`config.mk`:
```
export PLATFORM = sky130hd
export DESIGN_NAME = wsc_top
export DESIGN_NICKNAME = d
export VERILOG_FILES = /design/src/common/wsc_pkg.sv /design/src/verilog/wsc_top.sv
export SDC_FILE = /design/constraint.sdc
export NUM_CORES = 1
export LEC_CHECK = 0
export BUFFER_PORTS_ARGS = -buffer_cell sky130_fd_sc_hd__buf_2
export CAP_MARGIN = 30
export CORE_MARGIN = 8
export CORE_UTILIZATION = 53
export CTS_BUF_LIST = sky130_fd_sc_hd__clkbuf_16
export DETAILED_ROUTE_END_ITERATION = 10
export HOLD_SLACK_MARGIN = 0.06
export PLACE_DENSITY = 0.88
export RECOVER_POWER = 25
export SLEW_MARGIN = 20
export SYNTH_ARGS = -nofsm -noshare
export SYNTH_HDL_FRONTEND = slang
export SYNTH_SLANG_ARGS = --single-unit
```
`constraint.sdc`:
```
create_clock -name clk -period 5.9 [get_ports clk]
set_clock_uncertainty 0.05 [all_clocks]
set_input_delay 0.295 -clock clk [delete_from_list [all_inputs] [get_ports clk]]
set_output_delay 0.295 -clock clk [all_outputs]
set_load 0.1 [all_outputs]
```
`src/common/wsc_pkg.sv`:
```
// register map, field layout, reset values and timing for the wake/shutdown controller
package wsc_pkg;

  // ****************************************
  // register offsets (byte addresses)
  // ****************************************
  localparam int             ADDR_W         = 8;
  localparam logic [7:0]     OFF_CMD        = 8'h00;
  localparam logic [7:0]     OFF_CFG        = 8'h04;
  localparam logic [7:0]     OFF_FLAGS      = 8'h08;
  localparam logic [7:0]     OFF_IRQ_STATUS = 8'h0C;
  localparam logic [7:0]     OFF_IRQ_MASK   = 8'h10;

  // ****************************************
  // field positions
  // ****************************************
  localparam int             KEY_LSB        = 24;
  localparam int             KEY_MSB        = 31;
  localparam int             CMD_BIT        = 0;
  localparam int             EDGE_LSB       = 0;
  localparam int             EDGE_MSB       = 1;
  localparam int             DEB_LSB        = 4;
  localparam int             DEB_MSB        = 7;
  localparam int             ALARM_EN_BIT   = 16;
  localparam int             PIN_FLAG_BIT   = 0;
  localparam int             ALARM_FLAG_BIT = 16;
  localparam logic [7:0]     CMD_KEY        = 8'hA5;

  // ****************************************
  // reset values
  // ****************************************
  localparam logic [1:0]     EDGE_RST       = 2'h3;
  localparam logic [3:0]     DEB_RST        = 4'h0;
  localparam logic           ALARM_EN_RST   = 1'b0;
  localparam logic [1:0]     IRQ_MASK_RST   = 2'h0;

  // ****************************************
  // edge modes
  // ****************************************
  localparam logic [1:0]     EDGE_NONE      = 2'h0;
  localparam logic [1:0]     EDGE_RISE      = 2'h1;
  localparam logic [1:0]     EDGE_FALL      = 2'h2;
  localparam logic [1:0]     EDGE_ANY       = 2'h3;

  // ****************************************
  // timing, in slow-clock cycles, and debounce counter width in bits
  // ****************************************
  localparam int             CMD_DELAY      = 2;
  localparam int             DEBOUNCE_UNIT  = 16;
  localparam int             CNT_W          = 8;

  typedef enum logic [1:0]
  {
    DEB_IDLE  = 2'b01,
    DEB_COUNT = 2'b10
  } wsc_deb_state_type;

endpackage

```
`src/verilog/wsc_top.sv`:
```
// wake/shutdown controller: power-off output, debounced wake pin, alarm wake, registers
//
// Local design decision: strobed register access.
`timescale 1ns/10ps

// Contract
// - command bit 1 with right key asserts power-off; command bit 0 does nothing
// - top byte must be 0xA5, otherwise the whole command write is dropped
// - edge select: 00 off, 01 rising, 10 falling, 11 any change
// - wake level must persist debounce count times 16 cycles before a wake event
// - power-off releases debounce count times 16 plus 1 cycles after the event
// - alarm wake disabled: alarm ignored, power-off unchanged
// - alarm wake enabled: alarm releases power-off
// - pin wake flag sets on wake, sticks, clears on flags register read
// - alarm wake flag sets on alarm wake, sticks, clears on flags register read
// - accepted command reaches power-off output two cycles after the write
// - block runs on the free-running slow clock, never gated
// - a new pin change before the count completes clears the counter; a qualifying edge restarts it at one
// - alarm is synchronised and only its rising edge is used
module wsc_top
#(
  parameter int DEBOUNCE_UNIT = wsc_pkg::DEBOUNCE_UNIT
)
(
  // clock and reset
  input  wire logic        clk,
  input  wire logic        rst_n,
  // register port
  input  wire logic [7:0]  addr,
  input  wire logic [31:0] wdata,
  input  wire logic        wr_en,
  input  wire logic        rd_en,
  output logic      [31:0] rdata,
  // pins
  input  wire logic        wake_pin_in,
  input  wire logic        alarm_timer,
  output logic             power_off_out,
  // interrupt
  output logic             irq
);

  localparam int CW = wsc_pkg::CNT_W;

  // ****************************************
  // elaboration checks
  // ****************************************
  // the longest debounce window must fit the counter
  if (DEBOUNCE_UNIT < 1 || DEBOUNCE_UNIT * 15 >= (1 << CW))
  begin : g_bad_unit
    $error("debounce unit does not fit the counter");
  end

  // ****************************************
  // state
  // ****************************************
  logic                         pin_s1;
  logic                         pin_s2;
  logic                         pin_s3;
  logic                         alarm_s1;
  logic                         alarm_s2;
  logic                         alarm_s3;
  logic [1:0]                   wake_edge_select;
  logic [3:0]                   wake_debounce_count;
  logic                         alarm_wake_enable;
  logic                         pin_wake_flag;
  logic                         alarm_wake_flag;
  logic [1:0]                   irq_status;
  logic [1:0]                   irq_mask;
  logic [1:0]                   cmd_stage;
  logic [CW-1:0]                deb_cnt;
  wsc_pkg::wsc_deb_state_type   deb_state;
  wsc_pkg::wsc_deb_state_type   next_deb_state;
  logic [CW-1:0]                next_deb_cnt;

  // ****************************************
  // decode
  // ****************************************
  wire        hit_cmd    = addr == wsc_pkg::OFF_CMD;
  wire        hit_cfg    = addr == wsc_pkg::OFF_CFG;
  wire        hit_flags  = addr == wsc_pkg::OFF_FLAGS;
  wire        hit_status = addr == wsc_pkg::OFF_IRQ_STATUS;
  wire        hit_mask   = addr == wsc_pkg::OFF_IRQ_MASK;
  wire        key_ok     = wdata[wsc_pkg::KEY_MSB:wsc_pkg::KEY_LSB] == wsc_pkg::CMD_KEY;
  wire        cmd_accept = wr_en && hit_cmd && key_ok && wdata[wsc_pkg::CMD_BIT];
  wire        rd_flags   = rd_en && hit_flags;

  // ****************************************
  // wake pin edge detection
  // ****************************************
  wire        pin_rise   = pin_s2 & ~pin_s3;
  wire        pin_fall   = ~pin_s2 & pin_s3;
  wire        pin_change = pin_s2 ^ pin_s3;
  wire        pin_det    = (wake_edge_select == wsc_pkg::EDGE_RISE && pin_rise)
                        || (wake_edge_select == wsc_pkg::EDGE_FALL && pin_fall)
                        || (wake_edge_select == wsc_pkg::EDGE_ANY && pin_change);
  wire [CW-1:0] cnt_target = CW'(wake_debounce_count * DEBOUNCE_UNIT);
  // turning detection off abandons a count in progress, so no late wake follows
  wire        det_off    = wake_edge_select == wsc_pkg::EDGE_NONE;
  wire        cnt_done   = deb_state == wsc_pkg::DEB_COUNT && !pin_change && !det_off
                        && deb_cnt == cnt_target;
  // zero count releases on the detection cycle itself
  wire        pin_wake   = (pin_det && cnt_target == '0) || cnt_done;

  // ****************************************
  // alarm edge
  // ****************************************
  wire        alarm_rise = alarm_s2 & ~alarm_s3;
  wire        alarm_wake = alarm_rise & alarm_wake_enable;
  wire        wake_any   = pin_wake | alarm_wake;

  // ****************************************
  // flags and interrupt next values
  // ****************************************
  // a wake in the reading cycle survives the read
  wire        next_pin_flag   = pin_wake | (pin_wake_flag & ~rd_flags);
  wire        next_alarm_flag = alarm_wake | (alarm_wake_flag & ~rd_flags);
  wire [1:0]  irq_clear       = (wr_en && hit_status) ?
                                {wdata[wsc_pkg::ALARM_FLAG_BIT], wdata[wsc_pkg::PIN_FLAG_BIT]} : 2'h0;
  wire [1:0]  next_irq_status = {alarm_wake, pin_wake} | (irq_status & ~irq_clear);
  wire [1:0]  next_irq_mask   = (wr_en && hit_mask) ?
                                {wdata[wsc_pkg::ALARM_FLAG_BIT], wdata[wsc_pkg::PIN_FLAG_BIT]} : irq_mask;

  // ****************************************
  // read mux
  // ****************************************
  wire [31:0] cfg_word    = {15'h0000, alarm_wake_enable, 8'h00, wake_debounce_count, 2'h0, wake_edge_select};
  wire [31:0] flags_word  = {15'h0000, alarm_wake_flag, 15'h0000, pin_wake_flag};
  wire [31:0] status_word = {15'h0000, irq_status[1], 15'h0000, irq_status[0]};
  wire [31:0] mask_word   = {15'h0000, irq_mask[1], 15'h0000, irq_mask[0]};
  wire [31:0] read_word   = hit_cfg    ? cfg_word    :
                            hit_flags  ? flags_word  :
                            hit_status ? status_word :
                            hit_mask   ? mask_word   : 32'h0000_0000;

  // ****************************************
  // debounce state machine
  // ****************************************
  always_comb
  begin
    next_deb_state = deb_state;
    next_deb_cnt   = deb_cnt;
    unique case (deb_state)
      wsc_pkg::DEB_IDLE:
      begin
        if (pin_det && cnt_target != '0)
        begin
          next_deb_state = wsc_pkg::DEB_COUNT;
          next_deb_cnt   = CW'(1);
        end
      end
      wsc_pkg::DEB_COUNT:
      begin
        if (pin_change || det_off)
        begin
          // a fresh qualifying edge restarts, any other change abandons
          next_deb_state = pin_det ? wsc_pkg::DEB_COUNT : wsc_pkg::DEB_IDLE;
          next_deb_cnt   = pin_det ? CW'(1) : '0;
        end
        else if (cnt_done)
        begin
          next_deb_state = wsc_pkg::DEB_IDLE;
          next_deb_cnt   = '0;
        end
        else
        begin
          next_deb_cnt = deb_cnt + CW'(1);
        end
      end
      default:
      begin
        next_deb_state = wsc_pkg::DEB_IDLE;
        next_deb_cnt   = '0;
      end
    endcase
  end

  // ****************************************
  // flip-flops; clk is the always-running slow clock
  // ****************************************
  // synchronisers
  always_ff @(posedge clk or negedge rst_n)
  begin
    if (!rst_n)
    begin
      pin_s1   <= 1'b0;
      pin_s2   <= 1'b0;
      pin_s3   <= 1'b0;
      alarm_s1 <= 1'b0;
      alarm_s2 <= 1'b0;
      alarm_s3 <= 1'b0;
    end
    else
    begin
      pin_s1   <= wake_pin_in;
      pin_s2   <= pin_s1;
      pin_s3   <= pin_s2;
      alarm_s1 <= alarm_timer;
      alarm_s2 <= alarm_s1;
      alarm_s3 <= alarm_s2;
    end
  end

  // configuration
  always_ff @(posedge clk or negedge rst_n)
  begin
    if (!rst_n)
    begin
      wake_edge_select    <= wsc_pkg::EDGE_RST;
      wake_debounce_count <= wsc_pkg::DEB_RST;
      alarm_wake_enable   <= wsc_pkg::ALARM_EN_RST;
      irq_mask            <= wsc_pkg::IRQ_MASK_RST;
    end
    else
    begin
      if (wr_en && hit_cfg)
      begin
        wake_edge_select    <= wdata[wsc_pkg::EDGE_MSB:wsc_pkg::EDGE_LSB];
        wake_debounce_count <= wdata[wsc_pkg::DEB_MSB:wsc_pkg::DEB_LSB];
        alarm_wake_enable   <= wdata[wsc_pkg::ALARM_EN_BIT];
      end
      irq_mask <= next_irq_mask;
    end
  end

  // command pipeline and power-off output
  always_ff @(posedge clk or negedge rst_n)
  begin
    if (!rst_n)
    begin
      cmd_stage     <= 2'h0;
      power_off_out <= 1'b0;
    end
    else
    begin
      cmd_stage <= {cmd_stage[0], cmd_accept};
      // a wake in the same cycle as the command landing wins
      if (wake_any)
        power_off_out <= 1'b0;
      else if (cmd_stage[wsc_pkg::CMD_DELAY-1])
        power_off_out <= 1'b1;
    end
  end

  // debounce, flags, interrupt, read data
  always_ff @(posedge clk or negedge rst_n)
  begin
    if (!rst_n)
    begin
      deb_state       <= wsc_pkg::DEB_IDLE;
      deb_cnt         <= '0;
      pin_wake_flag   <= 1'b0;
      alarm_wake_flag <= 1'b0;
      irq_status      <= 2'h0;
      irq             <= 1'b0;
      rdata           <= 32'h0000_0000;
    end
    else
    begin
      deb_state       <= next_deb_state;
      deb_cnt         <= next_deb_cnt;
      pin_wake_flag   <= next_pin_flag;
      alarm_wake_flag <= next_alarm_flag;
      irq_status      <= next_irq_status;
      irq             <= |(next_irq_status & next_irq_mask);
      rdata           <= rd_en ? read_word : 32'h0000_0000;
    end
  end
endmodule

```
==> parameters.txt, run 1 <==
Parameter                              Value

Logic synthesis
  Share of synthesized flip-flops with an asynchronous set or reset ... 1.00
  Number of enable-type register cells in the synthesized netlist ... 0
  Gate count of the mapped netlist ... ~200
  Sequential share of the synthesized area ... 0.470
  Flip-flop and latch count after synthesis ... 40
  Unique masters post-synth ... 49
  Predominant post-synthesis flop cell ... sky130_fd_sc_hd__dfrtp_1
  Mapped cell area ... about 2100 sq um
  Synthesized area divided by synthesized cell count ... ~11 sq um
  Synthesis warning total ... 0

Detailed routing
  Number of nets still failing antenna checks after routing ... 0
  Detailed-route vias per instance ... roughly 5.5
  Wire per inst ... ~16 microns
  Detailed Routing Iterations Pass 1 ... 4
  Via Count ... around 1.6k
  Total Wirelength ... ~4600 microns
  Initial drt markers ... 95
  Remaining routing DRC violations ... 0

GRT
  Overflow left after global routing ... 0
  Maximum number of pins on one net before global-route repair ... slightly above 40
  Global routing usage on met1 ... 0.172
  Global-route met2 utilization ... 0.235
  Met3 routing resource usage after global routing ... 0.0529
  Total track usage ... 0.147
  Global-route wire length before repair ... around 7400 microns
  Number of antenna violations at the first check in global routing ... 0
  Via count of the first global-routing pass ... ~1.6k
  Most Used Layer, Global Route ... met2

Setup path
  Worst setup path category ... reg2reg
  Worst setup EP type ... register
  Worst Setup Start Kind ... register
  Path depth of the worst reg2reg path ... 5
  Capture instance of the worst register-to-register path ... deb_cnt[3]$_DFFE_PN0P_
  Crit Path Max Fanout ... 8
  FF-to-FF Start ... deb_state[0]$_DFFE_PN1P_
  Critical Path AT ... approximately 2.3 ns
  Reg2Reg Setup Slack ... 3.71 ns
  Worst EP required ... a little over 6 ns

Floorplanning
  Die width ... about 80 microns
  Floorplan Core Area ... about 3900 sq um
  Row count ... 23
  Vertical extent of the die ... between 70 and 80 microns
  Number of primary I/O pins ... 80
  Die ar. ... between 6000 and 7000 sq um
  Starting utilization of the core area ... 0.543

Status
  Result of the run ... finished, final reports clean

Power
  Peak supply drop ... 0.138 mV
  Total power divided by cell area ... roughly 330 nW/um^2
  Leakage ... roughly 1.3 nW

Hold path
  Number of cells on the worst hold path ... 1
  Worst min-delay path class ... in2reg
  Hold worst-path end ... pin_s1$_DFF_PN0_
  Launch point of the worst hold path ... wake_pin_in

STA
  Number of pins with negative max-slew slack in the final report ... 0
  Post-route setup slack ... between 3 and 4 ns
  Setup tns final ... 0 ns
  RSZ-0062 raised after global routing ... false
  Final setup viols ... 0
  Share of the clock period used by the worst path after layout ... 0.371
  Time the worst path needs with I/O delays and setup ... between 2 and 2.5 ns
  Worst Tran Pin Value ... 1.11 ns
  Final hold viol count ... 0
  Max transition margin ... 0.262
  Highest attainable clock frequency ... approximately 460 MHz

Final layout
  Post-synthesis to final-layout area growth ... 16.0%
  Sequential cell area ... between 1000 and 1500 sq um
  Area of combinational cells with multiple inputs ... ~990 sq um
  Number of filler cells placed in the layout ... around 320
  Fraction of layout cells with a size suffix above 1 ... 0.249
  Antenna diodes ... 0
  Final net count ... 296

Placement
  GPL Wtd Cong ... a little over 0.8
  Half-perimeter wire length of the detailed placement result ... between 3000 and 4000 microns
  Placement Setup Slack ... 3.78 ns
  Count of buffers inserted at the top-level ports ... 37

Clock network
  Clock tree from TritonCTS ... done
  Cell at the root of the clock tree ... sky130_fd_sc_hd__clkbuf_16
  Clk buf depth ... 2
  Insertion delay of the later-clocked pin in the worst-skew pair ... around 0.28 ns
  CTS buffer count ... 5
  Setup bufs post-CTS ... 0
  # clock sinks ... 40
  Clock edge transition at the registers on the reported setup and hold paths ... approximately 0.06 ns
  H-Tree Level Count ... 2

Job
  Number of max-cap violations ... 0
-- synthesized netlist by cell type, types with 3 or more instances --
library cell,instances,area share
sky130_fd_sc_hd__dfrtp_1,37,0.43
sky130_fd_sc_hd__buf_4,25,0.088
sky130_fd_sc_hd__nand3_1,11,0.026
sky130_fd_sc_hd__inv_1,10,0.018
sky130_fd_sc_hd__nand2_1,10,0.018
sky130_fd_sc_hd__and3_1,9,0.026
sky130_fd_sc_hd__a21oi_1,7,0.016
sky130_fd_sc_hd__mux2_4,7,0.049
sky130_fd_sc_hd__o21ai_0,7,0.016
sky130_fd_sc_hd__ha_1,6,0.035
sky130_fd_sc_hd__nor2_1,5,0.0088
sky130_fd_sc_hd__nor2b_1,5,0.015
sky130_fd_sc_hd__nand2b_1,4,0.012
sky130_fd_sc_hd__xor2_1,4,0.016
sky130_fd_sc_hd__a21o_1,3,0.011
sky130_fd_sc_hd__a22oi_1,3,0.011
sky130_fd_sc_hd__dfstp_2,3,0.037
sky130_fd_sc_hd__nor3_1,3,0.0070
sky130_fd_sc_hd__nor4bb_1,3,0.014
sky130_fd_sc_hd__o22ai_1,3,0.0088
sky130_fd_sc_hd__o31ai_1,3,0.011
-- metrics by stage --
stage	std cells	util	total power (W)	hold slack, ns	instance area, sq um
finish	295	0.629	0.000828	0.0755	2480
global route	295	0.629	0.000868	0.0700	2480
CTS	293	0.620	0.000830	0.0693	2440
detailed placement	285	0.579	0.000529	0.286	2280
global placement	285	0.579	0.000522	0.283	2280
floorplan	225	-	0.000496	-0.0506	2230
-- worst max path at each step --
stage	endpoint	cells past startpoint	slack, ns	start
floorplan	deb_cnt[3]$_DFFE_PN0P_	5	4.04	deb_state[0]$_DFFE_PN1P_
global placement	deb_cnt[3]$_DFFE_PN0P_	5	3.79	deb_state[0]$_DFFE_PN1P_
detailed placement	deb_cnt[3]$_DFFE_PN0P_	5	3.78	deb_state[0]$_DFFE_PN1P_
CTS	deb_cnt[3]$_DFFE_PN0P_	5	3.74	deb_state[0]$_DFFE_PN1P_
global route	deb_cnt[5]$_DFFE_PN0P_	5	3.61	deb_state[0]$_DFFE_PN1P_
finish	deb_cnt[3]$_DFFE_PN0P_	5	3.71	deb_state[0]$_DFFE_PN1P_
-- cell families after synthesis --
family,after synthesis,synth area share
fa+ha+maj,6,0.0351
other cells,1,0.00175
xor+xnor,4,0.0164
simple gates,65,0.187
buf+inv,37,0.109
flops,40,0.470
mux,9,0.0596
compound gates,39,0.121
-- flip-flops by register name, indices dropped and copies added (netlist names) --
| register | count |
|---|---|
| alarm_s1 | 1 |
| alarm_s2 | 1 |
| alarm_s3 | 1 |
| alarm_wake_enable | 1 |
| alarm_wake_flag | 1 |
| cmd_stage | 2 |
| deb_cnt | 8 |
| deb_state | 2 |
| irq | 1 |
| irq_mask | 2 |
| irq_status | 2 |
| pin_s1 | 1 |
| pin_s2 | 1 |
| pin_s3 | 1 |
| pin_wake_flag | 1 |
| power_off_out | 1 |
| rdata | 7 |
| wake_debounce_count | 4 |
| wake_edge_select | 2 |
-- where the power goes --
group	leakage, nW	switching, W	internal [W]
clock	0.0850	0.000102	0.000197
combinational	0.679	0.000156	0.0000587
sequential	0.522	0.0000147	0.000299
-- what timing repair did --
| item | in CTS | in global routing |
|---|---|---|
| resized for setup | 0 | 0 |
| hold buffers | 0 | 1 |
| hold endpoints to repair | 0 | 17 |
-- layout make-up --
cell class | count | share of cell area
well taps | 50 | 0.0252
clock inverters | 3 | 0.0156
multi-input cells | 148 | 0.399
inverters | 10 | 0.0151
flip-flops and latches | 40 | 0.405
clock buffers | 5 | 0.0504
repair buffers | 39 | 0.0893
-- cells in the final DEF, fill, tap and decap left out, types with 3 or more instances in the layout --
master | Yosys | layout
sky130_fd_sc_hd__nand2b_1 | 4 | 4
sky130_fd_sc_hd__nand3_1 | 11 | 11
sky130_fd_sc_hd__dfrtp_1 | 37 | 37
sky130_fd_sc_hd__nor2_1 | 5 | 5
sky130_fd_sc_hd__o21ai_0 | 7 | 7
sky130_fd_sc_hd__o31ai_1 | 3 | 3
sky130_fd_sc_hd__a22oi_1 | 3 | 3
sky130_fd_sc_hd__conb_1 | 1 | 25
sky130_fd_sc_hd__inv_1 | 10 | 11
sky130_fd_sc_hd__xor2_1 | 4 | 4
sky130_fd_sc_hd__a21oi_1 | 7 | 7
sky130_fd_sc_hd__and3_1 | 9 | 9
sky130_fd_sc_hd__clkbuf_16 | 0 | 5
sky130_fd_sc_hd__o22ai_1 | 3 | 3
sky130_fd_sc_hd__a21o_1 | 3 | 3
sky130_fd_sc_hd__buf_2 | 1 | 36
sky130_fd_sc_hd__nor2b_1 | 5 | 5
sky130_fd_sc_hd__mux2_4 | 7 | 7
sky130_fd_sc_hd__dfstp_2 | 3 | 3
sky130_fd_sc_hd__nor3_1 | 3 | 3
sky130_fd_sc_hd__nand2_1 | 10 | 10
sky130_fd_sc_hd__nor4bb_1 | 3 | 3
sky130_fd_sc_hd__ha_1 | 6 | 6
-- layer usage --
metal | up-vias | wire length [microns]
met3 | 18 | 384
met1 | 787 | 1800
li1 | 754 | -
met2 | 74 | 2300
met4 | 0 | 106
met5 | - | 0
-- critical path: stages, from the launching register on --
cell	delay, ns
sky130_fd_sc_hd__dfstp_2	0.54
sky130_fd_sc_hd__inv_1	0.05
sky130_fd_sc_hd__ha_1	0.36
sky130_fd_sc_hd__a211oi_1	0.80
sky130_fd_sc_hd__a21oi_1	0.14
sky130_fd_sc_hd__o32ai_1	0.16
(Power assumes the default switching activity.)
==> run 2: changes to the inputs <==
--- a/config.mk
+++ b/config.mk
@@ -8,11 +8,11 @@
 export BUFFER_PORTS_ARGS = -buffer_cell sky130_fd_sc_hd__buf_2
 export CAP_MARGIN = 30
 export CORE_MARGIN = 8
-export CORE_UTILIZATION = 53
+export CORE_UTILIZATION = 49
 export CTS_BUF_LIST = sky130_fd_sc_hd__clkbuf_16
 export DETAILED_ROUTE_END_ITERATION = 10
 export HOLD_SLACK_MARGIN = 0.06
-export PLACE_DENSITY = 0.88
+export PLACE_DENSITY = 0.83
 export RECOVER_POWER = 25
 export SLEW_MARGIN = 20
 export SYNTH_ARGS = -nofsm -noshare
==> constraint.sdc (replaced) <==
create_clock -name clk -period 2.2 [get_ports clk]
set_clock_uncertainty 0.05 [all_clocks]
set_input_delay 0.11 -clock clk [delete_from_list [all_inputs] [get_ports clk]]
set_output_delay 0.11 -clock clk [all_outputs]
set_load 0.1 [all_outputs]
==> run 2 against run 1 <==
Fmax increased by 2.1%. Sequential power increased to 2.7 times the previous value. Clock-buffer cell count unchanged. Highest routed layer unchanged. Critical path type unchanged. Sequential cell count unchanged. Critical endpoint is now deb_cnt[4]$_DFFE_PN0P_. Register-to-register slack got worse by 3.7 ns.
==> parameters.txt, run 2 (synthesis results as in run 1) <==
Parameter                              Value

Floorplanning
  Row count ... 24
  Die ar. ... 6740 sq um
  Starting utilization of the core area ... 0.498
  Number of primary I/O pins ... 80
  Floorplan Core Area ... roughly 4300 sq um
  Vertical extent of the die ... around 82 microns
  Die width ... ~82 microns

Detailed routing
  Number of nets still failing antenna checks after routing ... 0
  Remaining routing DRC violations ... 0
  Detailed Routing Iterations Pass 1 ... 4
  Initial drt markers ... ~160
  Via Count ... roughly 1.6k
  Wire per inst ... roughly 15 microns
  Detailed-route vias per instance ... 5.34
  Total Wirelength ... 4660 microns

STA
  Max transition margin ... 0.391
  Highest attainable clock frequency ... ~470 MHz
  Fin Hold WS ... just over 0.07 ns
  Share of the clock period used by the worst path after layout ... 0.974
  Time the worst path needs with I/O delays and setup ... between 2 and 2.5 ns
  Final setup viols ... 0
  Number of pins with negative max-slew slack in the final report ... 0
  Final hold viol count ... 0
  RSZ-0062 raised after global routing ... true
  Worst Tran Pin Value ... a little over 0.9 ns

Final layout
  Non-filler instance count after layout ... between 300 and 400
  Register with the most flip-flops ... deb_cnt
  Fraction of layout cells with a size suffix above 1 ... 0.240
  Antenna diodes ... 0
  Post-route core utilization ... 0.598
  Post-synthesis to final-layout area growth ... 20.1%
  Leading registers by flop count ... deb_cnt (8), rdata (7), wake_debounce_count (4)
  Commonest non-fill, non-tap cell in the layout ... sky130_fd_sc_hd__dfrtp_1
  Final net count ... 305
  Max FFs per register ... 8
  Highest-count cells in the layout ignoring fill and taps ... sky130_fd_sc_hd__dfrtp_1, sky130_fd_sc_hd__buf_2, sky130_fd_sc_hd__conb_1, sky130_fd_sc_hd__nand3_1

GRT
  Total track usage ... 0.136
  Via count of the first global-routing pass ... ~1.6k
  Number of antenna violations at the first check in global routing ... 0
  Maximum number of pins on one net before global-route repair ... between 40 and 50
  Overflow left after global routing ... 0
  Global-route wire length before repair ... just over 7000 microns

Job
  Number of max-cap violations ... 0

Setup path
  Path depth of the worst reg2reg path ... 5
  Crit Path Max Fanout ... 8
  Worst EP required ... between 2 and 2.5 ns
  Slowest stage cell on the critical path ... sky130_fd_sc_hd__a211oi_1
  Critical Path AT ... ~2.3 ns
  Worst setup path category ... reg2reg
  Worst Setup Start Kind ... register
  Worst setup EP type ... register
  Delay of the slowest cell on the worst path ... between 0.7 and 0.8 ns
  Critical-path cell list ... inv_1, ha_1, a211oi_1, a21oi_1, o21ai_1

Placement
  Half-perimeter wire length of the detailed placement result ... roughly 3300 microns
  GPL Wtd Cong ... roughly 0.89
  Count of buffers inserted at the top-level ports ... 37
  Number of placed instances with taps included ... around 290

Clock network
  Clock edge transition at the registers on the reported setup and hold paths ... approximately 0.060 ns
  Cell at the root of the clock tree ... sky130_fd_sc_hd__clkbuf_16
  Insertion delay of the later-clocked pin in the worst-skew pair ... ~0.28 ns
  Post-cts sizing count ... 0
  H-Tree Level Count ... 2
  # clock sinks ... 40
  Clock tree from TritonCTS ... done
  Clk buf depth ... 2
  CTS buffer count ... 5

Power
  Total Power Consumption ... between 0.002 and 0.0025 W
  Leakage ... between 1 and 1.5 nW
  Peak supply drop ... 0.386 mV
  Total power divided by cell area ... around 870 nW/um^2

Hold path
  Worst min-delay path class ... in2reg
  Number of cells on the worst hold path ... 2

Status
  Result of the run ... finished, final reports clean
[run 2: cell count changes in the layout (fill, tap and decap cells not counted)]
cell | previous run | this run
sky130_fd_sc_hd__clkinv_2 | 1 | 0
sky130_fd_sc_hd__inv_1 | 11 | 10
sky130_fd_sc_hd__buf_4 | 0 | 1
sky130_fd_sc_hd__clkinv_1 | 0 | 2
sky130_fd_sc_hd__dlygate4sd3_1 | 1 | 9
[run 2: path summary, 6_finish.rpt]
check | startpoint | to | slack (ns)
max | deb_state[0]$_DFFE_PN1P_ | deb_cnt[4]$_DFFE_PN0P_ | 0.06
min | wdata[0] | wake_edge_select[0]$_DFFE_PN1P_ | 0.07
max reg2reg | deb_state[0]$_DFFE_PN1P_ | deb_cnt[4]$_DFFE_PN0P_ | 0.06
max in group asynchronous | rst_n | wake_edge_select[0]$_DFFE_PN1P_ | 0.97
min reg2reg | cmd_stage[0]$_DFF_PN0_ | cmd_stage[1]$_DFF_PN0_ | 0.30
min in group asynchronous | rst_n | deb_cnt[1]$_DFFE_PN0P_ | 0.43
[run 2: area by class of cell]
cell class              count  area (sq um)
repair buffers             48           309
well taps                  52          65.1
inverters                  10          37.5
clock inverters             3          37.5
fillers                   358          1720
multi-input cells         148           991
clock buffers               5           125
flip-flops and latches     40          1000
[run 2: per-layer routing]
| metal | track usage | vias to the layer above | part of all wire |
|---|---|---|---|
| li1 | - | 774 | - |
| met1 | 0.158 | 794 | 0.40 |
| met2 | 0.225 | 59 | 0.51 |
| met3 | 0.0361 | 6 | 0.071 |
| met4 | 0.0719 | 0 | 0.016 |
| met5 | 0 | - | 0 |
[run 2: worst max-delay path: cells and delay by family, from the launching register on]
| family | cells | cell delay, ns |
|---|---|---|
| buf+inv | 1 | 0.04 |
| flops | 1 | 0.54 |
| compound gates | 3 | 1.09 |
| fa+ha+maj | 1 | 0.34 |
[run 2: power by group]
group / switching [W] / internal [W]
Sequential: 0.0000406 / 0.000803
Clock: 0.000271 / 0.000526
Combinational: 0.000427 / 0.000169
[run 2: stage by stage]
stage	area, sq um	worst slack [ns]	setup TNS (ns)
2_1_floorplan	2230	0.342	0
3_3_place_gp	2290	0.103	0
3_5_place_dp	2290	0.112	0
4_1_cts	2540	0.0894	0
5_1_grt	2570	-0.0778	-0.362
6_report	2570	0.0576	0
[run 2: repair_timing]
action / CTS / global route
endpoints found under the setup margin: 0 / 7
setup buffers: 0 / 0
hold buffers: 9 / 0
hold endpoints to repair: 45 / 0
==> run 3: changes to the inputs <==
--- a/config.mk
+++ b/config.mk
@@ -8,11 +8,11 @@
 export BUFFER_PORTS_ARGS = -buffer_cell sky130_fd_sc_hd__buf_2
 export CAP_MARGIN = 30
 export CORE_MARGIN = 8
-export CORE_UTILIZATION = 49
+export CORE_UTILIZATION = 53
 export CTS_BUF_LIST = sky130_fd_sc_hd__clkbuf_16
 export DETAILED_ROUTE_END_ITERATION = 10
 export HOLD_SLACK_MARGIN = 0.06
-export PLACE_DENSITY = 0.83
+export PLACE_DENSITY = 0.88
 export RECOVER_POWER = 25
 export SLEW_MARGIN = 20
 export SYNTH_ARGS = -nofsm -noshare
==> constraint.sdc (replaced) <==
create_clock -name clk -period 2.65 [get_ports clk]
set_clock_uncertainty 0.05 [all_clocks]
set_input_delay 0.1325 -clock clk [delete_from_list [all_inputs] [get_ports clk]]
set_output_delay 0.1325 -clock clk [all_outputs]
set_load 0.1 [all_outputs]
==> run 3 against run 2 <==
Die area decreased by 6.1%. Non-clock buffer count decreased by 1. First-iteration DRC count increased by 27%. Hold slack improved by 0.012 ns. Wire length increased by 4.5%. Via count increased by 0.37%. Critical path depth increased by 1. Utilization increased by 5.6 points. Sequential cell count unchanged. Combinational power decreased by 18%.
==> parameters.txt, run 3 (synthesis results as in run 1) <==
Parameter                              Value

Status
  Result of the run ... finished, final reports clean

Power
  Combinational share of power ... 0.251
  Total power divided by cell area ... 752 nW/um^2
  Clk pwr share ... 0.388
  Internal cell power ... ~0.0013 W
  Portion of total power attributed to sequential cells ... 0.361
  Total Power Consumption ... around 0.0019 W
  Sw Ratio ... 0.311
  Switching power ... approximately 0.0006 W
  Peak supply drop ... approximately 0.37 mV
  Leakage ... between 1 and 1.5 nW

GRT
  Global-route wire length before repair ... around 7600 microns
  Total track usage ... 0.150
  Maximum number of pins on one net before global-route repair ... roughly 40
  Number of antenna violations at the first check in global routing ... 0
  Overflow left after global routing ... 0
  Via count of the first global-routing pass ... between 1.5k and 2k

Clock network
  Insertion delay of the later-clocked pin in the worst-skew pair ... around 0.28 ns
  Clock edge transition at the registers on the reported setup and hold paths ... ~0.06 ns
  # clock sinks ... 40
  H-Tree Level Count ... 2
  Clk buf depth ... 2
  CTS buffer count ... 5
  Post-cts sizing count ... 0
  Clock tree from TritonCTS ... done
  Cell at the root of the clock tree ... sky130_fd_sc_hd__clkbuf_16

STA
  Max transition margin ... 0.164
  RSZ-0062 raised after global routing ... false
  Fin Hold WS ... 0.0833 ns
  Final setup viols ... 0
  Number of pins with negative max-slew slack in the final report ... 0
  Highest attainable clock frequency ... 489 MHz
  Worst Tran Pin Value ... 1.25 ns
  Time the worst path needs with I/O delays and setup ... between 2 and 2.5 ns
  Final hold viol count ... 0
  Share of the clock period used by the worst path after layout ... 0.771
  Setup tns final ... 0 ns

Final layout
  Post-synthesis to final-layout area growth ... 20.6%
  Max FFs per register ... 8
  Register with the most flip-flops ... deb_cnt
  Design Area, Final ... about 2600 sq um
  Fraction of layout cells with a size suffix above 1 ... 0.246
  Highest-count cells in the layout ignoring fill and taps ... sky130_fd_sc_hd__dfrtp_1, sky130_fd_sc_hd__buf_2, sky130_fd_sc_hd__conb_1, sky130_fd_sc_hd__nand3_1
  Leading registers by flop count ... deb_cnt (8), rdata (7), wake_debounce_count (4)
  Number of filler cells placed in the layout ... between 300 and 400
  Final net count ... 304
  Antenna diodes ... 0
  Commonest non-fill, non-tap cell in the layout ... sky130_fd_sc_hd__dfrtp_1

Floorplanning
  Die ar. ... 6330 sq um
  Die width ... 79.5 microns
  Vertical extent of the die ... 79.5 microns
  Starting utilization of the core area ... 0.543
  Row count ... 23
  Number of primary I/O pins ... 80
  Floorplan Core Area ... about 3900 sq um

Hold path
  Worst min-delay path class ... in2reg
  Hold worst-path end ... wake_edge_select[0]$_DFFE_PN1P_
  Number of cells on the worst hold path ... 2
  Launch point of the worst hold path ... wdata[0]

Setup path
  FF-to-FF Start ... deb_cnt[0]$_DFFE_PN0P_
  Critical-path cell list ... inv_1, ha_1, nor4b_1, a21oi_1, nand2b_1, o31ai_1
  Combined buffer and inverter count along the critical path ... 1
  Delay of the slowest cell on the worst path ... around 0.47 ns
  Worst Setup Start Kind ... register
  Critical Path AT ... about 2.2 ns
  Kind of cell adding the most delay to the critical path ... simple AND/OR/NAND/NOR gates
  Path depth of the worst reg2reg path ... 6
  Slowest stage cell on the critical path ... sky130_fd_sc_hd__nor4b_1
  Worst setup path category ... reg2reg
  Capture instance of the worst register-to-register path ... deb_state[0]$_DFFE_PN1P_
  Reg2Reg Setup Slack ... roughly 0.6 ns
  Count of cell instances traversed by the critical path ... 6
  Crit Path Max Fanout ... 7
  Worst EP required ... around 2.8 ns
  Worst setup EP type ... register

Detailed routing
  Via Count ... 1639
  Detailed Routing Iterations Pass 1 ... 4
  Detailed-route vias per instance ... around 5.4
  Wire per inst ... 16.1 microns
  Met3 Wirelength ... 431 microns
  DR top layer ... met4
  Initial drt markers ... ~200
  Remaining routing DRC violations ... 0
  Number of nets still failing antenna checks after routing ... 0
  Total Wirelength ... about 4900 microns
  Met1 wire length ... approximately 1900 microns
  Total met2 wirelength after detailed routing ... 2450 microns

Placement
  Half-perimeter wire length of the detailed placement result ... about 3300 microns
  Area after detailed placement ... 2290 sq um
  Count of buffers inserted at the top-level ports ... 37
  GPL Wtd Cong ... between 0.8 and 0.9

Job
  Number of max-cap violations ... 0
run 3: cell types whose count changed in the layout (fill, tap and decap cells not counted):
cell / previous run / this run
sky130_fd_sc_hd__clkinv_1: 2 / 0
sky130_fd_sc_hd__bufinv_16: 1 / 2
sky130_fd_sc_hd__dlygate4sd3_1: 9 / 8
run 3: area by class of cell:
type                       instances  area, sq um  share of cell area
clock buffer                       5          125              0.0485
clock inverter                     2         60.1              0.0233
inverter                          10         37.5              0.0145
multi-input combinational        148          991               0.384
sequential                        40         1000               0.389
tap                               50         62.6              0.0242
timing repair buffer              47          299               0.116
run 3: per-stage QoR:
step | setup WS [ns] | std cells | utilization
floorplan | 0.792 | 225 | -
global placement | 0.682 | 286 | 0.580
detailed placement | 0.659 | 286 | 0.580
CTS | 0.606 | 301 | 0.648
global route | 0.381 | 302 | 0.654
finish | 0.607 | 302 | 0.654
run 3: worst max-delay path by stage:
| stage | from | end | slack, ns |
|---|---|---|---|
| 6_report | deb_cnt[0]$_DFFE_PN0P_ | deb_state[0]$_DFFE_PN1P_ | 0.61 |
| 5_1_grt | pin_s2$_DFF_PN0_ | deb_state[0]$_DFFE_PN1P_ | 0.38 |
| 4_1_cts | pin_s2$_DFF_PN0_ | deb_state[0]$_DFFE_PN1P_ | 0.61 |
| 3_5_place_dp | pin_s2$_DFF_PN0_ | deb_state[0]$_DFFE_PN1P_ | 0.66 |
| 3_3_place_gp | deb_cnt[0]$_DFFE_PN0P_ | deb_state[0]$_DFFE_PN1P_ | 0.68 |
| 2_1_floorplan | deb_state[0]$_DFFE_PN1P_ | deb_cnt[3]$_DFFE_PN0P_ | 0.79 |
run 3: what timing repair did:
action                    CTS  global route
buffers inserted            0             0
hold endpoints to repair   44             0
hold buffers                8             0
run 3: power groups by stage:
stage / registers (W) / clock network, W / logic [W]
finish: 0.000700 / 0.000753 / 0.000488
global route: 0.000705 / 0.000793 / 0.000528
CTS: 0.000699 / 0.000763 / 0.000479
detailed placement: 0.000709 / 0 / 0.000466
global placement: 0.000706 / 0 / 0.000458
floorplan: 0.000709 / 0 / 0.000395
run 3: layer usage:
layer / GRT usage / vias to the layer above
met2: 0.248 / 75
li1: - / 770
met4: 0.0463 / 0
met5: 0 / -
met3: 0.0450 / 8
met1: 0.183 / 786
